[src/hw/evs_pkg.sv]
/*
  Package for the channel event selector: register offsets, field layout,
  reset codes, selector code map and bus response codes.
  Assumes a 32-bit AXI4-Lite register bus with byte addresses.
*/
package evs_pkg;
  // ----------------------------------------------------------------------
  // Register map
  // ----------------------------------------------------------------------
  localparam int EVS_ADDR_W = 4;
  localparam logic [EVS_ADDR_W-1:0] EVS_OFS_SEL0 = 4'h0;
  localparam logic [EVS_ADDR_W-1:0] EVS_OFS_SEL1 = 4'h4;
  localparam logic [EVS_ADDR_W-1:0] EVS_OFS_SEL3 = 4'hc;
  localparam int EVS_NUM_REG = 3;
  // ----------------------------------------------------------------------
  // Field layout
  // ----------------------------------------------------------------------
  localparam int EVS_CODE_W = 6;
  localparam int EVS_FIELD_PITCH = 8;
  localparam int EVS_FIELDS_PER_REG = 4;
  localparam int EVS_NUM_CH = 16;
  localparam int EVS_NUM_SRC = 16;
  localparam logic [31:0] EVS_WR_MASK = 32'h3f3f_3f3f;
  // ----------------------------------------------------------------------
  // Reset values: identity mapping
  // ----------------------------------------------------------------------
  localparam logic [31:0] EVS_RST_SEL0 = 32'h0302_0100;
  localparam logic [31:0] EVS_RST_SEL1 = 32'h0706_0504;
  localparam logic [31:0] EVS_RST_SEL3 = 32'h0f0e_0d0c;
  // ----------------------------------------------------------------------
  // Selector codes
  // ----------------------------------------------------------------------
  localparam logic [5:0] EVS_CODE_TIMER0 = 6'h01;
  localparam logic [5:0] EVS_CODE_RSV8 = 6'h08;
  localparam logic [5:0] EVS_CODE_RSV9 = 6'h09;
  localparam logic [5:0] EVS_CODE_RSVB = 6'h0b;
  localparam logic [5:0] EVS_CODE_LIMIT = 6'h10;
  // ----------------------------------------------------------------------
  // Bus responses
  // ----------------------------------------------------------------------
  localparam logic [1:0] EVS_RESP_OKAY = 2'h0;
  localparam logic [1:0] EVS_RESP_SLVERR = 2'h2;
endpackage : evs_pkg

[src/hw/evs_route.sv]
/*
  One channel router: picks one event source by a six-bit selector code
  and registers the result.
  Assumes source events are already synchronous to sys_clk.
*/
`timescale 1ns/1ps
module evs_route (
  input wire logic sys_clk,
  input wire logic nrst,
  input wire logic [evs_pkg::EVS_CODE_W-1:0] code,
  input wire logic [evs_pkg::EVS_NUM_SRC-1:0] src_event,
  output logic trig_ff
);
  import evs_pkg::*;
  logic valid_code;
  // Reserved codes route nothing.
  assign valid_code = (code < EVS_CODE_LIMIT) && (code != EVS_CODE_RSV8) &&
                      (code != EVS_CODE_RSV9) && (code != EVS_CODE_RSVB);
  always_ff @(posedge sys_clk) begin
    if (!nrst) begin
      trig_ff <= 1'b0;
    end else begin
      trig_ff <= valid_code & src_event[code[3:0]];
    end
  end
endmodule : evs_route

[src/hw/evs_selector.sv]
/*
  Channel event selector: three selector registers on AXI4-Lite steer one
  of the event sources onto each selectable trigger channel.
  Assumes source events are pulses on sys_clk; chained channels 8-11 are
  driven elsewhere, so their trigger outputs stay low.
*/
// Notes on behaviour
// - Bits 31:30, 23:22, 15:14, 7:6 read zero; writes to them ignored.
// - Each register holds four writable six-bit codes at 29:24, 21:16, 13:8, 5:0.
// - Field number n steers channel n, for n from 0 to 7 and 12 to 15.
// - Any source except 8, 9 and 11 may be routed to any selectable channel by its code.
// - Timer 0 code in field 15 makes timer 0 events trigger channel 15.
// - Codes 0-7, 10, 12-15 name sources; 8, 9, 11 and 16-63 are reserved.
// - After reset each field holds its own channel number.
// - Only three registers exist; channels 8-11 get no selected event.
`timescale 1ns/1ps
module evs_selector (
  input wire logic sys_clk,
  input wire logic nrst,
  input wire logic [evs_pkg::EVS_ADDR_W-1:0] s_axi_awaddr,
  input wire logic s_axi_awvalid,
  output logic s_axi_awready,
  input wire logic [31:0] s_axi_wdata,
  input wire logic [3:0] s_axi_wstrb,
  input wire logic s_axi_wvalid,
  output logic s_axi_wready,
  output logic [1:0] s_axi_bresp,
  output logic s_axi_bvalid,
  input wire logic s_axi_bready,
  input wire logic [evs_pkg::EVS_ADDR_W-1:0] s_axi_araddr,
  input wire logic s_axi_arvalid,
  output logic s_axi_arready,
  output logic [31:0] s_axi_rdata,
  output logic [1:0] s_axi_rresp,
  output logic s_axi_rvalid,
  input wire logic s_axi_rready,
  input wire logic [evs_pkg::EVS_NUM_SRC-1:0] src_event,
  output logic [evs_pkg::EVS_NUM_CH-1:0] chan_trig
);
  import evs_pkg::*;
  // ----------------------------------------------------------------------
  // Write channel
  // ----------------------------------------------------------------------
  logic [31:0] sel_ff [EVS_NUM_REG];
  logic aw_held_ff;
  logic w_held_ff;
  logic [EVS_ADDR_W-1:0] awaddr_ff;
  logic [31:0] wdata_ff;
  logic [3:0] wstrb_ff;
  logic bvalid_ff;
  logic [1:0] bresp_ff;
  logic do_write;
  logic [31:0] byte_mask;
  logic wr_hit;
  logic [1:0] wr_idx;
  logic awready_ff;
  logic wready_ff;
  logic nxt_aw_held;
  logic nxt_w_held;
  logic nxt_bvalid;
  assign do_write = aw_held_ff && w_held_ff && !bvalid_ff;
  assign s_axi_awready = awready_ff;
  assign s_axi_wready = wready_ff;
  // Readies are registered from the next held state, so the bus sees flop
  // outputs with the same timing as a decode of the held flags would give.
  always_comb begin
    nxt_aw_held = aw_held_ff;
    nxt_w_held = w_held_ff;
    nxt_bvalid = bvalid_ff;
    if (do_write) begin
      nxt_aw_held = 1'b0;
      nxt_w_held = 1'b0;
      nxt_bvalid = 1'b1;
    end else begin
      if (s_axi_awvalid && awready_ff) begin
        nxt_aw_held = 1'b1;
      end
      if (s_axi_wvalid && wready_ff) begin
        nxt_w_held = 1'b1;
      end
      if (s_axi_bready) begin
        nxt_bvalid = 1'b0;
      end
    end
  end
  always_ff @(posedge sys_clk) begin
    if (!nrst) begin
      awready_ff <= 1'b1;
      wready_ff <= 1'b1;
    end else begin
      awready_ff <= !nxt_aw_held && !nxt_bvalid;
      wready_ff <= !nxt_w_held && !nxt_bvalid;
    end
  end
  assign s_axi_bvalid = bvalid_ff;
  assign s_axi_bresp = bresp_ff;
  always_comb begin
    wr_hit = 1'b1;
    wr_idx = 2'd0;
    case (awaddr_ff)
      EVS_OFS_SEL0: wr_idx = 2'd0;
      EVS_OFS_SEL1: wr_idx = 2'd1;
      EVS_OFS_SEL3: wr_idx = 2'd2;
      default: wr_hit = 1'b0;
    endcase
  end
  always_comb begin
    for (int b = 0; b < 4; b++) begin
      byte_mask[b*8 +: 8] = {8{wstrb_ff[b]}};
    end
  end
  always_ff @(posedge sys_clk) begin
    if (!nrst) begin
      aw_held_ff <= 1'b0;
      w_held_ff <= 1'b0;
      awaddr_ff <= '0;
      wdata_ff <= '0;
      wstrb_ff <= '0;
    end else if (do_write) begin
      aw_held_ff <= 1'b0;
      w_held_ff <= 1'b0;
    end else begin
      if (s_axi_awvalid && s_axi_awready) begin
        aw_held_ff <= 1'b1;
        awaddr_ff <= s_axi_awaddr;
      end
      if (s_axi_wvalid && s_axi_wready) begin
        w_held_ff <= 1'b1;
        wdata_ff <= s_axi_wdata;
        wstrb_ff <= s_axi_wstrb;
      end
    end
  end
  always_ff @(posedge sys_clk) begin
    if (!nrst) begin
      bvalid_ff <= 1'b0;
      bresp_ff <= EVS_RESP_OKAY;
    end else if (do_write) begin
      bvalid_ff <= 1'b1;
      bresp_ff <= wr_hit ? EVS_RESP_OKAY : EVS_RESP_SLVERR;
    end else if (s_axi_bready) begin
      bvalid_ff <= 1'b0;
    end
  end
  // ----------------------------------------------------------------------
  // Selector registers
  // ----------------------------------------------------------------------
  // Only code bits take write data, so reserved pairs can never hold a one.
  always_ff @(posedge sys_clk) begin
    if (!nrst) begin
      sel_ff[0] <= EVS_RST_SEL0;
      sel_ff[1] <= EVS_RST_SEL1;
      sel_ff[2] <= EVS_RST_SEL3;
    end else if (do_write && wr_hit) begin
      sel_ff[wr_idx] <= (sel_ff[wr_idx] & ~(byte_mask & EVS_WR_MASK)) |
                        (wdata_ff & byte_mask & EVS_WR_MASK);
    end
  end
  // ----------------------------------------------------------------------
  // Read channel
  // ----------------------------------------------------------------------
  logic rvalid_ff;
  logic [31:0] rdata_ff;
  logic [1:0] rresp_ff;
  logic arready_ff;
  logic nxt_rvalid;
  assign s_axi_arready = arready_ff;
  always_comb begin
    nxt_rvalid = rvalid_ff;
    if (s_axi_arvalid && arready_ff) begin
      nxt_rvalid = 1'b1;
    end else if (s_axi_rready) begin
      nxt_rvalid = 1'b0;
    end
  end
  always_ff @(posedge sys_clk) begin
    if (!nrst) begin
      arready_ff <= 1'b1;
    end else begin
      arready_ff <= !nxt_rvalid;
    end
  end
  assign s_axi_rvalid = rvalid_ff;
  assign s_axi_rdata = rdata_ff;
  assign s_axi_rresp = rresp_ff;
  always_ff @(posedge sys_clk) begin
    if (!nrst) begin
      rvalid_ff <= 1'b0;
      rdata_ff <= '0;
      rresp_ff <= EVS_RESP_OKAY;
    end else if (s_axi_arvalid && !rvalid_ff) begin
      rvalid_ff <= 1'b1;
      rresp_ff <= EVS_RESP_OKAY;
      case (s_axi_araddr)
        EVS_OFS_SEL0: rdata_ff <= sel_ff[0] & EVS_WR_MASK;
        EVS_OFS_SEL1: rdata_ff <= sel_ff[1] & EVS_WR_MASK;
        EVS_OFS_SEL3: rdata_ff <= sel_ff[2] & EVS_WR_MASK;
        default: begin
          rdata_ff <= '0;
          rresp_ff <= EVS_RESP_SLVERR;
        end
      endcase
    end else if (s_axi_rready) begin
      rvalid_ff <= 1'b0;
    end
  end
  // ----------------------------------------------------------------------
  // Channel routing
  // ----------------------------------------------------------------------
  logic [EVS_CODE_W-1:0] ch_code [EVS_NUM_CH];
  always_comb begin
    for (int c = 0; c < EVS_NUM_CH; c++) begin
      ch_code[c] = '0;
    end
    for (int r = 0; r < EVS_FIELDS_PER_REG; r++) begin
      ch_code[r] = sel_ff[0][r*EVS_FIELD_PITCH +: EVS_CODE_W];
      ch_code[r+4] = sel_ff[1][r*EVS_FIELD_PITCH +: EVS_CODE_W];
      ch_code[r+12] = sel_ff[2][r*EVS_FIELD_PITCH +: EVS_CODE_W];
    end
  end
  for (genvar c = 0; c < EVS_NUM_CH; c++) begin : g_ch
    if (c >= 8 && c <= 11) begin : g_chain
      // Chained channels have no selector; they stay quiet here.
      always_ff @(posedge sys_clk) begin
        chan_trig[c] <= 1'b0;
      end
    end else begin : g_sel
      evs_route u_route (
        .sys_clk(sys_clk),
        .nrst(nrst),
        .code(ch_code[c]),
        .src_event(src_event),
        .trig_ff(chan_trig[c])
      );
    end
  end
  // ----------------------------------------------------------------------
  // Checks
  // ----------------------------------------------------------------------
  chk_rsv_read_zero: assert property (@(posedge sys_clk) disable iff (!nrst)
    s_axi_rvalid |-> (s_axi_rdata & ~EVS_WR_MASK) == 32'h0000_0000)
    else $error("reserved bits read nonzero");
  chk_field_write: assert property (@(posedge sys_clk) disable iff (!nrst)
    (do_write && wr_hit && wr_idx == 2'd0 && wstrb_ff[0]) |=>
    sel_ff[0][5:0] == $past(wdata_ff[5:0]))
    else $error("code field not written");
  chk_field_hold: assert property (@(posedge sys_clk) disable iff (!nrst)
    !do_write |=> $stable(sel_ff[2]))
    else $error("register changed without write");
  chk_timer_ch15: assert property (@(posedge sys_clk) disable iff (!nrst)
    (ch_code[15] == EVS_CODE_TIMER0 && src_event[1]) |=> chan_trig[15])
    else $error("timer 0 did not trigger channel 15");
  chk_route_any: assert property (@(posedge sys_clk) disable iff (!nrst)
    (ch_code[0] < EVS_CODE_LIMIT && ch_code[0] != EVS_CODE_RSV8 &&
     ch_code[0] != EVS_CODE_RSV9 && ch_code[0] != EVS_CODE_RSVB) |=>
    chan_trig[0] == $past(src_event[ch_code[0][3:0]]))
    else $error("channel 0 routing wrong");
  chk_map_ch13: assert property (@(posedge sys_clk) disable iff (!nrst)
    (sel_ff[2][13:8] == EVS_RST_SEL3[13:8] && src_event[EVS_RST_SEL3[11:8]]) |=>
    chan_trig[13])
    else $error("field 13 not on channel 13");
  chk_chain_quiet: assert property (@(posedge sys_clk) disable iff (!nrst)
    ##1 chan_trig[11:8] == 4'h0)
    else $error("chained channel triggered");
  chk_rsv_code_mute: assert property (@(posedge sys_clk) disable iff (!nrst)
    (ch_code[7] >= EVS_CODE_LIMIT) |=> !chan_trig[7])
    else $error("reserved code routed an event");
  chk_reset_ident: assert property (@(posedge sys_clk)
    !nrst |=> sel_ff[1] == EVS_RST_SEL1 && sel_ff[0] == EVS_RST_SEL0)
    else $error("reset mapping not identity");
  chk_code_decode: assert property (@(posedge sys_clk) disable iff (!nrst)
    (ch_code[5] == EVS_CODE_RSVB) |=> !chan_trig[5])
    else $error("reserved code decoded");
endmodule : evs_selector

[config.mk]
export PLATFORM = sky130hd
export DESIGN_NAME = evs_selector
export DESIGN_NICKNAME = d
export VERILOG_FILES = /design/src/hw/evs_pkg.sv /design/src/hw/evs_route.sv /design/src/hw/evs_selector.sv
export SDC_FILE = /design/constraint.sdc
export NUM_CORES = 1
export LEC_CHECK = 0
export ABC_AREA = 1
export BUFFER_PORTS_ARGS = -buffer_cell sky130_fd_sc_hd__buf_2
export CAP_MARGIN = 20
export CORE_MARGIN = 1
export CORE_UTILIZATION = 45
export CTS_CLUSTER_SIZE = 10
export DETAILED_ROUTE_END_ITERATION = 16
export SETUP_SLACK_MARGIN = 0.02
export SYNTH_ARGS = -nofsm -noshare
export SYNTH_HDL_FRONTEND = slang
export SYNTH_HIERARCHICAL = 1
export SYNTH_SLANG_ARGS = --single-unit
[constraint.sdc]
create_clock -name sys_clk -period 2.3 [get_ports sys_clk]
set_input_delay 0.115 -clock sys_clk [delete_from_list [all_inputs] [get_ports sys_clk]]
set_output_delay 0.115 -clock sys_clk [all_outputs]
set_load 0.05 [all_outputs]
==> impl_metrics.tcl, run 1 <==
set metrics [dict create \
    status "completed" \
    setup.worst_path.end_class "flip-flop" \
    rows 51 \
    ir_drop_uv 412 \
    synthArstFlopShare_pct 0 \
    fin_total_pwr_mw 6.87 \
    drv_cap 0 \
    die_height_um 144 \
    cp.required_ns 2.61 \
    cp_max_fo 2 \
    cts.path.max_buffers 2 \
    grt_pass1_wl_um 44000 \
    grt_max_degree 74 \
    final_max_slew_viol_count 0 \
    p_leak_nw 4.66 \
    tightest_slew_ns 0.661 \
    grt_setup_unrepaired "false" \
    grt_use_total_pct 28.6 \
    syn_area_sq_mm 0.00907 \
    worst_ep_arrival_time_ns 2.26 \
    synth_common_cells "nand2_1, nand3_1, nor2_1" \
    die_width_um 144 \
    wl_per_cell_um 17.2 \
    hold_depth 3 \
    drtIter0Drc 854 \
    netlist_instances 1288 \
    max_freq_mhz 513 \
    start_kind "flip-flop" \
    synth_top_area_share_pct 23.8 \
    via_per_inst 5.47 \
    postSynthAreaPerCell_sq_um 7.04 \
    worst_r2r_path_depth 6 \
    core_sq_mm 0.0196 \
    dieArea_sq_mm 0.0207 \
    synth_edf_count 72 \
    ys_types 29 \
    vias 9214 \
    crit_type "flip-flop to flip-flop" \
    antenna_found_initial 0 \
    port-buffer-count 101 \
    routed_wl_um 29000 \
    final-setup-viol-count 0 \
    drive_above_1_share_pct 18.2 \
    synth_area_leader_cell "edfxtp_1" \
    first_pass_iters 5 \
    ys.warnings.count 6 \
    timing.final.crit_share_pct 84.7 \
    nNetsFinal 1474 \
    pin_count 124 \
    start_util_pct 46.3 \
    max_slew_margin_pct 55.6 \
    drtAntennaViolNets 0 \
    dp_hpwl_um 19300 \
    finalHoldViolCount 0 \
    cts_tree "yes" \
    antenna_cells 0 \
    ys_seq_area_share_pct 40.8 \
    hold_class "input port to flip-flop" \
    cts_root_buffer "clkbuf_16" \
    route.detailed.drc 0 \
    numCtsBuffers 17 \
    fin_crit_ns 1.95 \
    place_congestion 0.903 \
    yosysMostFrequentCell "nand2_1" \
    ys_ff_latch 149 \
    ys.flop_type "dfxtp_1" \
    yosys-top-cells-area "edfxtp_1, dfxtp_1, nand2_1, nand3_1, nor2_1" \
    clk_pin_slew_ns 0.06 \
    synthToLayoutAreaGrowth_pct 16.5 \
    grt_pass1_vias 7995 \
    htreeDepth 4 \
    cts_resized 0 \
    cts_setup_buffers 0 \
    fin_skew_ns 0.0126 \
    clk_latency_ns 0.43 \
    grt-ovfl-total 0 \
    p_per_area_mw_per_mm2 650 \
    tns_ns 0 \
    clkSinkCount 149 \
    holdBufCountCts 37 \
]
-- per-stage QoR --
stage | cells | instance area (sq um) | hold slack, ns | utilization, % | setup WS (ns)
after floorplan | 1301 | 9120 | 0.271 | - | 0.0881
after CTS | 1685 | 10600 | 0.0326 | 54.0 | 0.358
after global routing | 1685 | 10600 | 0.0542 | 54.0 | 0.251
after global placement | 1616 | 9670 | 0.366 | 49.4 | 0.481
final | 1685 | 10600 | 0.0334 | 54.0 | 0.352
after detailed placement | 1616 | 9670 | 0.371 | 49.4 | 0.443
-- path summary, 6_finish.rpt --
path	from	to	slack (ns)
max	s_axi_rvalid	s_axi_arready	0.35
min	s_axi_araddr[3]	s_axi_rresp[1]	0.03
max reg2reg	s_axi_rvalid	s_axi_arready	0.35
min reg2reg	wdata_ff[1]	wdata_ff[1]	0.45
-- state kept, by name, summed over array words and instances, names as in the netlist --
name / count
s_axi_rresp: 1
s_axi_wready: 1
s_axi_bresp: 1
wdata_ff: 24
w_held_ff: 1
s_axi_rvalid: 1
s_axi_bvalid: 1
aw_held_ff: 1
wstrb_ff: 4
s_axi_arready: 1
awaddr_ff: 4
s_axi_rdata: 24
sel_ff: 72
s_axi_awready: 1
g_ch.g_sel.u_route/trig_ff: 12
-- layout make-up --
| class | count | area [sq um] |
|---|---|---|
| Clock inverter | 14 | 101 |
| Tap cell | 265 | 332 |
| Timing Repair Buffer | 158 | 1050 |
| Sequential cell | 149 | 3700 |
| Clock buffer | 18 | 429 |
| Inverter | 75 | 342 |
| Multi-Input combinational cell | 1006 | 4620 |
| Fill cell | 1929 | 9020 |
-- layout by cell type (no fill, tap or decap), drive strengths merged --
cell,n
nand2,424
dlygate4sd3,37
clkinvlp,2
o21ai,56
nor2,158
conb,14
o21bai,5
nor3,1
a21oi,61
clkinv,8
buf,121
dfxtp,77
clkbuf,18
inv,79
or2,2
edfxtp,72
nand3,273
a21boi,1
nand4,11
-- worst max-delay path, cell delays in order, from the launching register on --
cell and delay (ns):
dfxtp_1 0.32, inv_1 0.04, or2_2 0.28, nand2_1 0.06, dlygate4sd3_1 0.53, nand2_1 0.04, dlygate4sd3_1 0.55
-- cell families (layout without fill, tap and decap cells) --
group / Yosys count / count (layout) / synth area share, %
AO/OA/AOI/OAI: 123 / 123 / 7.45
AND/OR/NAND/NOR: 869 / 869 / 42.8
other: 1 / 14 / 0.0413
flip-flops: 149 / 149 / 40.8
buffers and inverters: 146 / 265 / 8.84
-- where the power goes --
part | internal (mW) | switching [mW] | total [mW]
Sequential | 2.91 | 0.111 | 3.02
Clock | 1.39 | 1.19 | 2.58
Combinational | 0.373 | 0.894 | 1.27
-- layer usage --
| layer | routed length (um) | track usage, % |
|---|---|---|
| met5 | 0 | 0 |
| met4 | 710 | 12.0 |
| met3 | 2450 | 3.58 |
| met2 | 13200 | 45.5 |
| met1 | 12600 | 39.1 |
Note: power is estimated with default switching activity, not from simulation.
==> run 2, diff against run 1 <==
--- a/config.mk
+++ b/config.mk
@@ -5,13 +5,14 @@
 export SDC_FILE = /design/constraint.sdc
 export NUM_CORES = 1
 export LEC_CHECK = 0
-export ABC_AREA = 1
+export ABC_AREA = 0
 export BUFFER_PORTS_ARGS = -buffer_cell sky130_fd_sc_hd__buf_2
 export CAP_MARGIN = 20
 export CORE_MARGIN = 1
 export CORE_UTILIZATION = 45
 export CTS_CLUSTER_SIZE = 10
 export DETAILED_ROUTE_END_ITERATION = 16
+export PLACE_DENSITY = 0.65
 export SETUP_SLACK_MARGIN = 0.02
 export SYNTH_ARGS = -nofsm -noshare
 export SYNTH_HDL_FRONTEND = slang
==> constraint.sdc (replaced) <==
create_clock -name sys_clk -period 1.8 [get_ports sys_clk]
set_input_delay 0.09 -clock sys_clk [delete_from_list [all_inputs] [get_ports sys_clk]]
set_output_delay 0.09 -clock sys_clk [all_outputs]
set_load 0.05 [all_outputs]
==> impl_metrics.tcl, run 2 <==
set metrics [dict create \
    finalHoldViolCount 0 \
    numCtsBuffers 17 \
    clkSinkCount 149 \
    top_usage_layer "met2" \
    tightest_slew_ns 1.03 \
    wl_per_cell_um 21.5 \
    grt_pass1_wl_um 40300 \
    start_util_pct 45.9 \
    nNetsFinal 1013 \
    ys.flop_type "dfxtp_1" \
    p_per_area_mw_per_mm2 811 \
    status "completed" \
    synthArstFlopShare_pct 0 \
    synth_xor_area_share_pct 0 \
    start_kind "flip-flop" \
    ys.warnings.count 6 \
    grt_use_met3_pct 4.89 \
    grt-ovfl-total 0 \
    fin_util_pct 55.9 \
    yosys-top-cells-area "edfxtp_1, dfxtp_1, mux4_1, mux2_2, mux2i_1" \
    postSynthAreaPerCell_sq_um 10.7 \
    dpl_cell_area_sq_mm 0.00941 \
    place_inst 1118 \
    most-common-layout-cells "buf_2, dfxtp_1, edfxtp_1" \
    worst_ep_arrival_time_ns 2.00 \
    netlist_instances 803 \
    die_height_um 140 \
    vias 7480 \
    clkPwrFrac_pct 40.3 \
    internal_power_mw 6.20 \
    crit_type "flip-flop to flip-flop" \
    hold_class "input port to flip-flop" \
    place_congestion 0.848 \
    synth_compound_area_share_pct 19.4 \
    synthToLayoutAreaGrowth_pct 21.9 \
    max_freq_mhz 576 \
    max_slew_margin_pct 31.3 \
    routed_wl_um 25600 \
    clk_latency_ns 0.42 \
    drtAntennaViolNets 0 \
    drtIter0Drc 727 \
    first_pass_iters 6 \
    top_register "sel_ff" \
    p_sw_share_pct 26.6 \
    antenna_found_initial 1 \
    grt_pass1_vias 7123 \
    synth_common_cells "dfxtp_1, edfxtp_1, nand3_1" \
    syn_area_sq_mm 0.00855 \
    dieArea_sq_mm 0.0196 \
    cts_root_buffer "clkbuf_16" \
    drive_above_1_share_pct 25.9 \
    clk_pin_slew_ns 0.06 \
    pin_count 124 \
    final_area_sq_mm 0.0104 \
    cp.required_ns 2.06 \
    met1_usage_pct 39.2 \
    synth_top_area_share_pct 25.3 \
    grt_setup_unrepaired "false" \
    timing.final.crit_share_pct 96.4 \
    setup.worst_path.end_class "flip-flop" \
    fin_skew_ns 0.0103 \
    htreeDepth 4 \
    rows 50 \
    ys_seq_area_share_pct 43.3 \
    grt_use_total_pct 26.9 \
    largest_reg_flops 72 \
    cts_tree "yes" \
    ir_drop_uv 691 \
    layoutNonFillerInstCount 1194 \
    muxShareOfSynthArea_pct 16.3 \
    via_per_inst 6.26 \
    final_max_slew_viol_count 0 \
    synth_edf_count 72 \
    core_sq_mm 0.0186 \
    dp_hpwl_um 16800 \
    port-buffer-count 101 \
    synthSimpleGateAreaFrac_pct 15.4 \
    p_leak_nw 3.92 \
    layout_commonest_cell "buf_2" \
    fillers 1620 \
    place_ws_ns 0.0184 \
    die_width_um 140 \
    synth_fa_ha_area_share_pct 0 \
    grt_max_degree 43 \
    synth_area_leader_cell "edfxtp_1" \
    fin_crit_ns 1.74 \
    setup_slack_ns 0.0641 \
    synth_top_family_by_area "compound AO/OA/AOI/OAI gates" \
    drv_cap 0 \
    grt.met2_usage_pct 40.7 \
    cp_max_fo 12 \
    cts.path.max_buffers 2 \
    yosysMostFrequentCell "dfxtp_1" \
    pwr-share-seq_pct 45.0 \
    final-setup-viol-count 0 \
    ys_ff_latch 149 \
    p_sw_mw 2.25 \
    p_comb_share_pct 14.7 \
    ys_types 44 \
    route.detailed.drc 0 \
]
[run 2: changes by cell type in the layout (fill, tap and decap cells not counted), moves of 36 or more]
cell     change
nand2_1    -378
mux2_2      +36
mux2i_1     +36
nor2_1     -106
nand3_1    -188
nand2_2     -37
inv_1       -38
[run 2: repair_timing]
| action | in CTS | in global routing |
|---|---|---|
| buffers inserted | 0 | 3 |
| endpoints found under the hold margin | 37 | 0 |
| hold buffers | 39 | 0 |
| resized for setup | 1 | 6 |
| setup endpoints to repair | 25 | 72 |
| cloned | 1 | 0 |
| pin swaps | 1 | 0 |
[run 2: routing by layer]
layer,share of wire [%],up-vias
met2,44,403
met3,9.4,42
li1,-,3422
met1,45,3613
met5,0,-
met4,1.6,0
[run 2: area by class of cell]
type                            instances  area (sq um)  area share [%]
Antenna cell                            1          2.50          0.0240
Timing Repair Buffer                  184          1320            12.7
Tap cell                              234           293            2.81
Sequential cell                       149          3710            35.6
Multi-Input combinational cell        587          4520            43.3
Clock inverter                          2          11.3           0.108
Inverter                                7          26.3           0.252
Clock buffer                           30           547            5.24
[run 2: power groups by stage]
stage	combinational, mW	clock [mW]	sequential (mW)
3_5_place_dp	1.14	0	3.87
6_report	1.24	3.41	3.81
5_1_grt	1.34	3.55	3.82
4_1_cts	1.22	3.41	3.80
2_1_floorplan	0.687	0	3.91
3_3_place_gp	1.13	0	3.87
[run 2: path summary, 6_finish.rpt]
kind	from	to	slack [ns]	cells after the start
setup reg to reg	awaddr_ff[0]	sel_ff[2][29]	0.06	4
setup / recovery	awaddr_ff[0]	sel_ff[2][29]	0.06	4
hold reg to reg	s_axi_rdata[16]	s_axi_rdata[16]	0.46	1
hold / removal	s_axi_araddr[0]	s_axi_rresp[1]	0.004	3
[run 2: cells by family after synthesis]
group	count (synthesis)
compound gates	235
buf+inv	81
flops	149
mux	96
other cells	1
simple gates	241
[run 2: metrics by stage]
| stage | hold WS [ns] | setup TNS, ns | power [mW] |
|---|---|---|---|
| 2_1_floorplan | 0.231 | -0.948 | 4.60 |
| 3_3_place_gp | 0.351 | 0 | 5.00 |
| 3_5_place_dp | 0.355 | 0 | 5.01 |
| 4_1_cts | 0.00568 | 0 | 8.43 |
| 5_1_grt | 0.0466 | 0 | 8.71 |
| 6_report | 0.00421 | 0 | 8.46 |
[run 2: worst max-delay path, cell delays in order, from the launching register on]
cell	delay, ns
dfxtp_1	0.32
or3b_4	0.43
or3_4	0.45
buf_4	0.22
a21oi_1	0.16
==> run 3, diff against run 2 <==
--- a/config.mk
+++ b/config.mk
@@ -9,10 +9,10 @@
 export BUFFER_PORTS_ARGS = -buffer_cell sky130_fd_sc_hd__buf_2
 export CAP_MARGIN = 20
 export CORE_MARGIN = 1
-export CORE_UTILIZATION = 45
+export CORE_UTILIZATION = 48
 export CTS_CLUSTER_SIZE = 10
 export DETAILED_ROUTE_END_ITERATION = 16
-export PLACE_DENSITY = 0.65
+export PLACE_DENSITY = 0.69
 export SETUP_SLACK_MARGIN = 0.02
 export SYNTH_ARGS = -nofsm -noshare
 export SYNTH_HDL_FRONTEND = slang
==> impl_metrics.tcl, run 3 (same netlist as run 2, synthesis figures left out) <==
set metrics [dict create \
    multi_input_area_sq_mm 0.00450 \
    clk_pin_slew_ns 0.06 \
    tightest_slew_ns 0.517 \
    die_height_um 135 \
    cts.path.max_buffers 2 \
    max_freq_mhz 569 \
    final_max_slew_viol_count 0 \
    largest_reg_flops 72 \
    crit_family "simple AND/OR/NAND/NOR gates" \
    grt-ovfl-total 0 \
    layoutNonFillerInstCount 1184 \
    grt_max_degree 60 \
    cp.required_ns 1.95 \
    crit_chain "or3b_1 -> buf_4 -> nor3_4 -> buf_6 -> nand3_1" \
    antenna_cells 0 \
    antenna_found_initial 0 \
    fin_crit_ns 1.76 \
    cts_tree "yes" \
    r2r-end "sel_ff[2][19]" \
    vias 7659 \
    setup_slack_ns 0.0433 \
    grt_pass1_vias 7027 \
    core_sq_mm 0.0174 \
    synthToLayoutAreaGrowth_pct 21.9 \
    routed_wl_um 26000 \
    layout_commonest_cell "buf_2" \
    worstHoldStart "s_axi_araddr[0]" \
    rows 48 \
    start_kind "flip-flop" \
    dieArea_sq_mm 0.0184 \
    cp_slowest_cell "or3b_1" \
    wl_per_cell_um 21.9 \
    clk_latency_ns 0.43 \
    via_per_inst 6.47 \
    final-setup-viol-count 0 \
    reg2reg_slack_ns 0.04 \
    cp_max_fo 16 \
    grt_pass1_wl_um 39900 \
    place_ws_ns 0.0557 \
    worstHoldEndpoint "s_axi_rresp[1]" \
    port-buffer-count 101 \
    timing.final.crit_share_pct 97.6 \
    crit_path_max_incr_delay_ns 0.42 \
    hold_depth 3 \
    worst_ep_arrival_time_ns 1.91 \
    max_slew_margin_pct 64.6 \
    grt_use_total_pct 29.0 \
    grt_setup_unrepaired "true" \
    tns_ns 0 \
    start_util_pct 49.3 \
    first_pass_iters 6 \
    finalHoldViolCount 0 \
    top_register "sel_ff" \
    ir_drop_uv 755 \
    htreeDepth 4 \
    drv_cap 0 \
    drtIter0Drc 802 \
    crit_type "flip-flop to flip-flop" \
    cts_root_buffer "clkbuf_16" \
    clkSinkCount 149 \
    hold_slack_ns 0.0192 \
    most-common-layout-cells "buf_2, dfxtp_1, edfxtp_1" \
    numCtsBuffers 17 \
    place_congestion 0.884 \
    p_leak_nw 3.93 \
    dp_hpwl_um 16500 \
    hold_class "input port to flip-flop" \
    fillers 1470 \
    drive_above_1_share_pct 26.1 \
    setup.worst_path.end_class "flip-flop" \
    pin_count 124 \
    p_per_area_mw_per_mm2 821 \
    fin_skew_ns 0.00895 \
    seqCellArea_sq_mm 0.00371 \
    place_inst 1110 \
    drtAntennaViolNets 0 \
    critPathBufInv 2 \
    status "completed" \
    route.detailed.drc 0 \
    nNetsFinal 1013 \
    r2r_start "awaddr_ff[0]" \
    die_width_um 135 \
    worst_r2r_path_depth 5 \
]
run 3: metal layers:
layer / GRT usage, % / share of wire [%] / routed length (um) / up-vias
li1: - / - / - / 3436
met1: 42.4 / 44 / 11400 / 3741
met2: 41.8 / 44 / 11500 / 442
met3: 5.87 / 9.7 / 2530 / 40
met4: 11.2 / 2.2 / 582 / 0
met5: 0 / 0 / 0 / -
run 3: area by class of cell:
cell class	instances	area share, %
multi-input combinational	586	43.1
clock inverter	7	0.384
clock buffer	25	5.17
inverter	7	0.252
sequential	149	35.6
tap	225	2.70
timing repair buffer	185	12.8
run 3: worst min-delay path: stages:
cell and delay (ns):
buf_2 0.13, nor2_1 0.06, a31oi_1 0.12
run 3: power breakdown:
| part | switching (mW) | internal (mW) | total [mW] |
|---|---|---|---|
| clock | 1.42 | 2.08 | 3.50 |
| sequential | 0.137 | 3.67 | 3.81 |
| combinational | 0.760 | 0.492 | 1.25 |
| total | 2.32 | 6.24 | 8.56 |
run 3: how the worst max path moves through the flow:
stage	cells past startpoint	end	startpoint
finish	5	sel_ff[2][19]	awaddr_ff[0]
global route	5	sel_ff[2][26]	awaddr_ff[0]
CTS	4	sel_ff[2][12]	awaddr_ff[0]
detailed placement	3	sel_ff[2][2]	awaddr_ff[0]
global placement	3	sel_ff[2][2]	awaddr_ff[0]
floorplan	6	sel_ff[1][0]	awaddr_ff[0]
run 3: stage by stage:
step / cell area (sq um) / power [mW] / utilization (%)
3_3_place_gp: 9410 / 5.01 / 54.2
4_1_cts: 10400 / 8.55 / 59.8
5_1_grt: 10400 / 8.82 / 60.0
6_report: 10400 / 8.56 / 60.0
2_1_floorplan: 8660 / 4.60 / -
3_5_place_dp: 9410 / 5.02 / 54.2
run 3: timing repair:
item                                   in CTS  in global routing
setup endpoints to repair                   0                 50
buffers inserted                            0                  2
gates resized for setup                     0                  5
endpoints found under the hold margin      37                  0
hold buffers                               40                  0
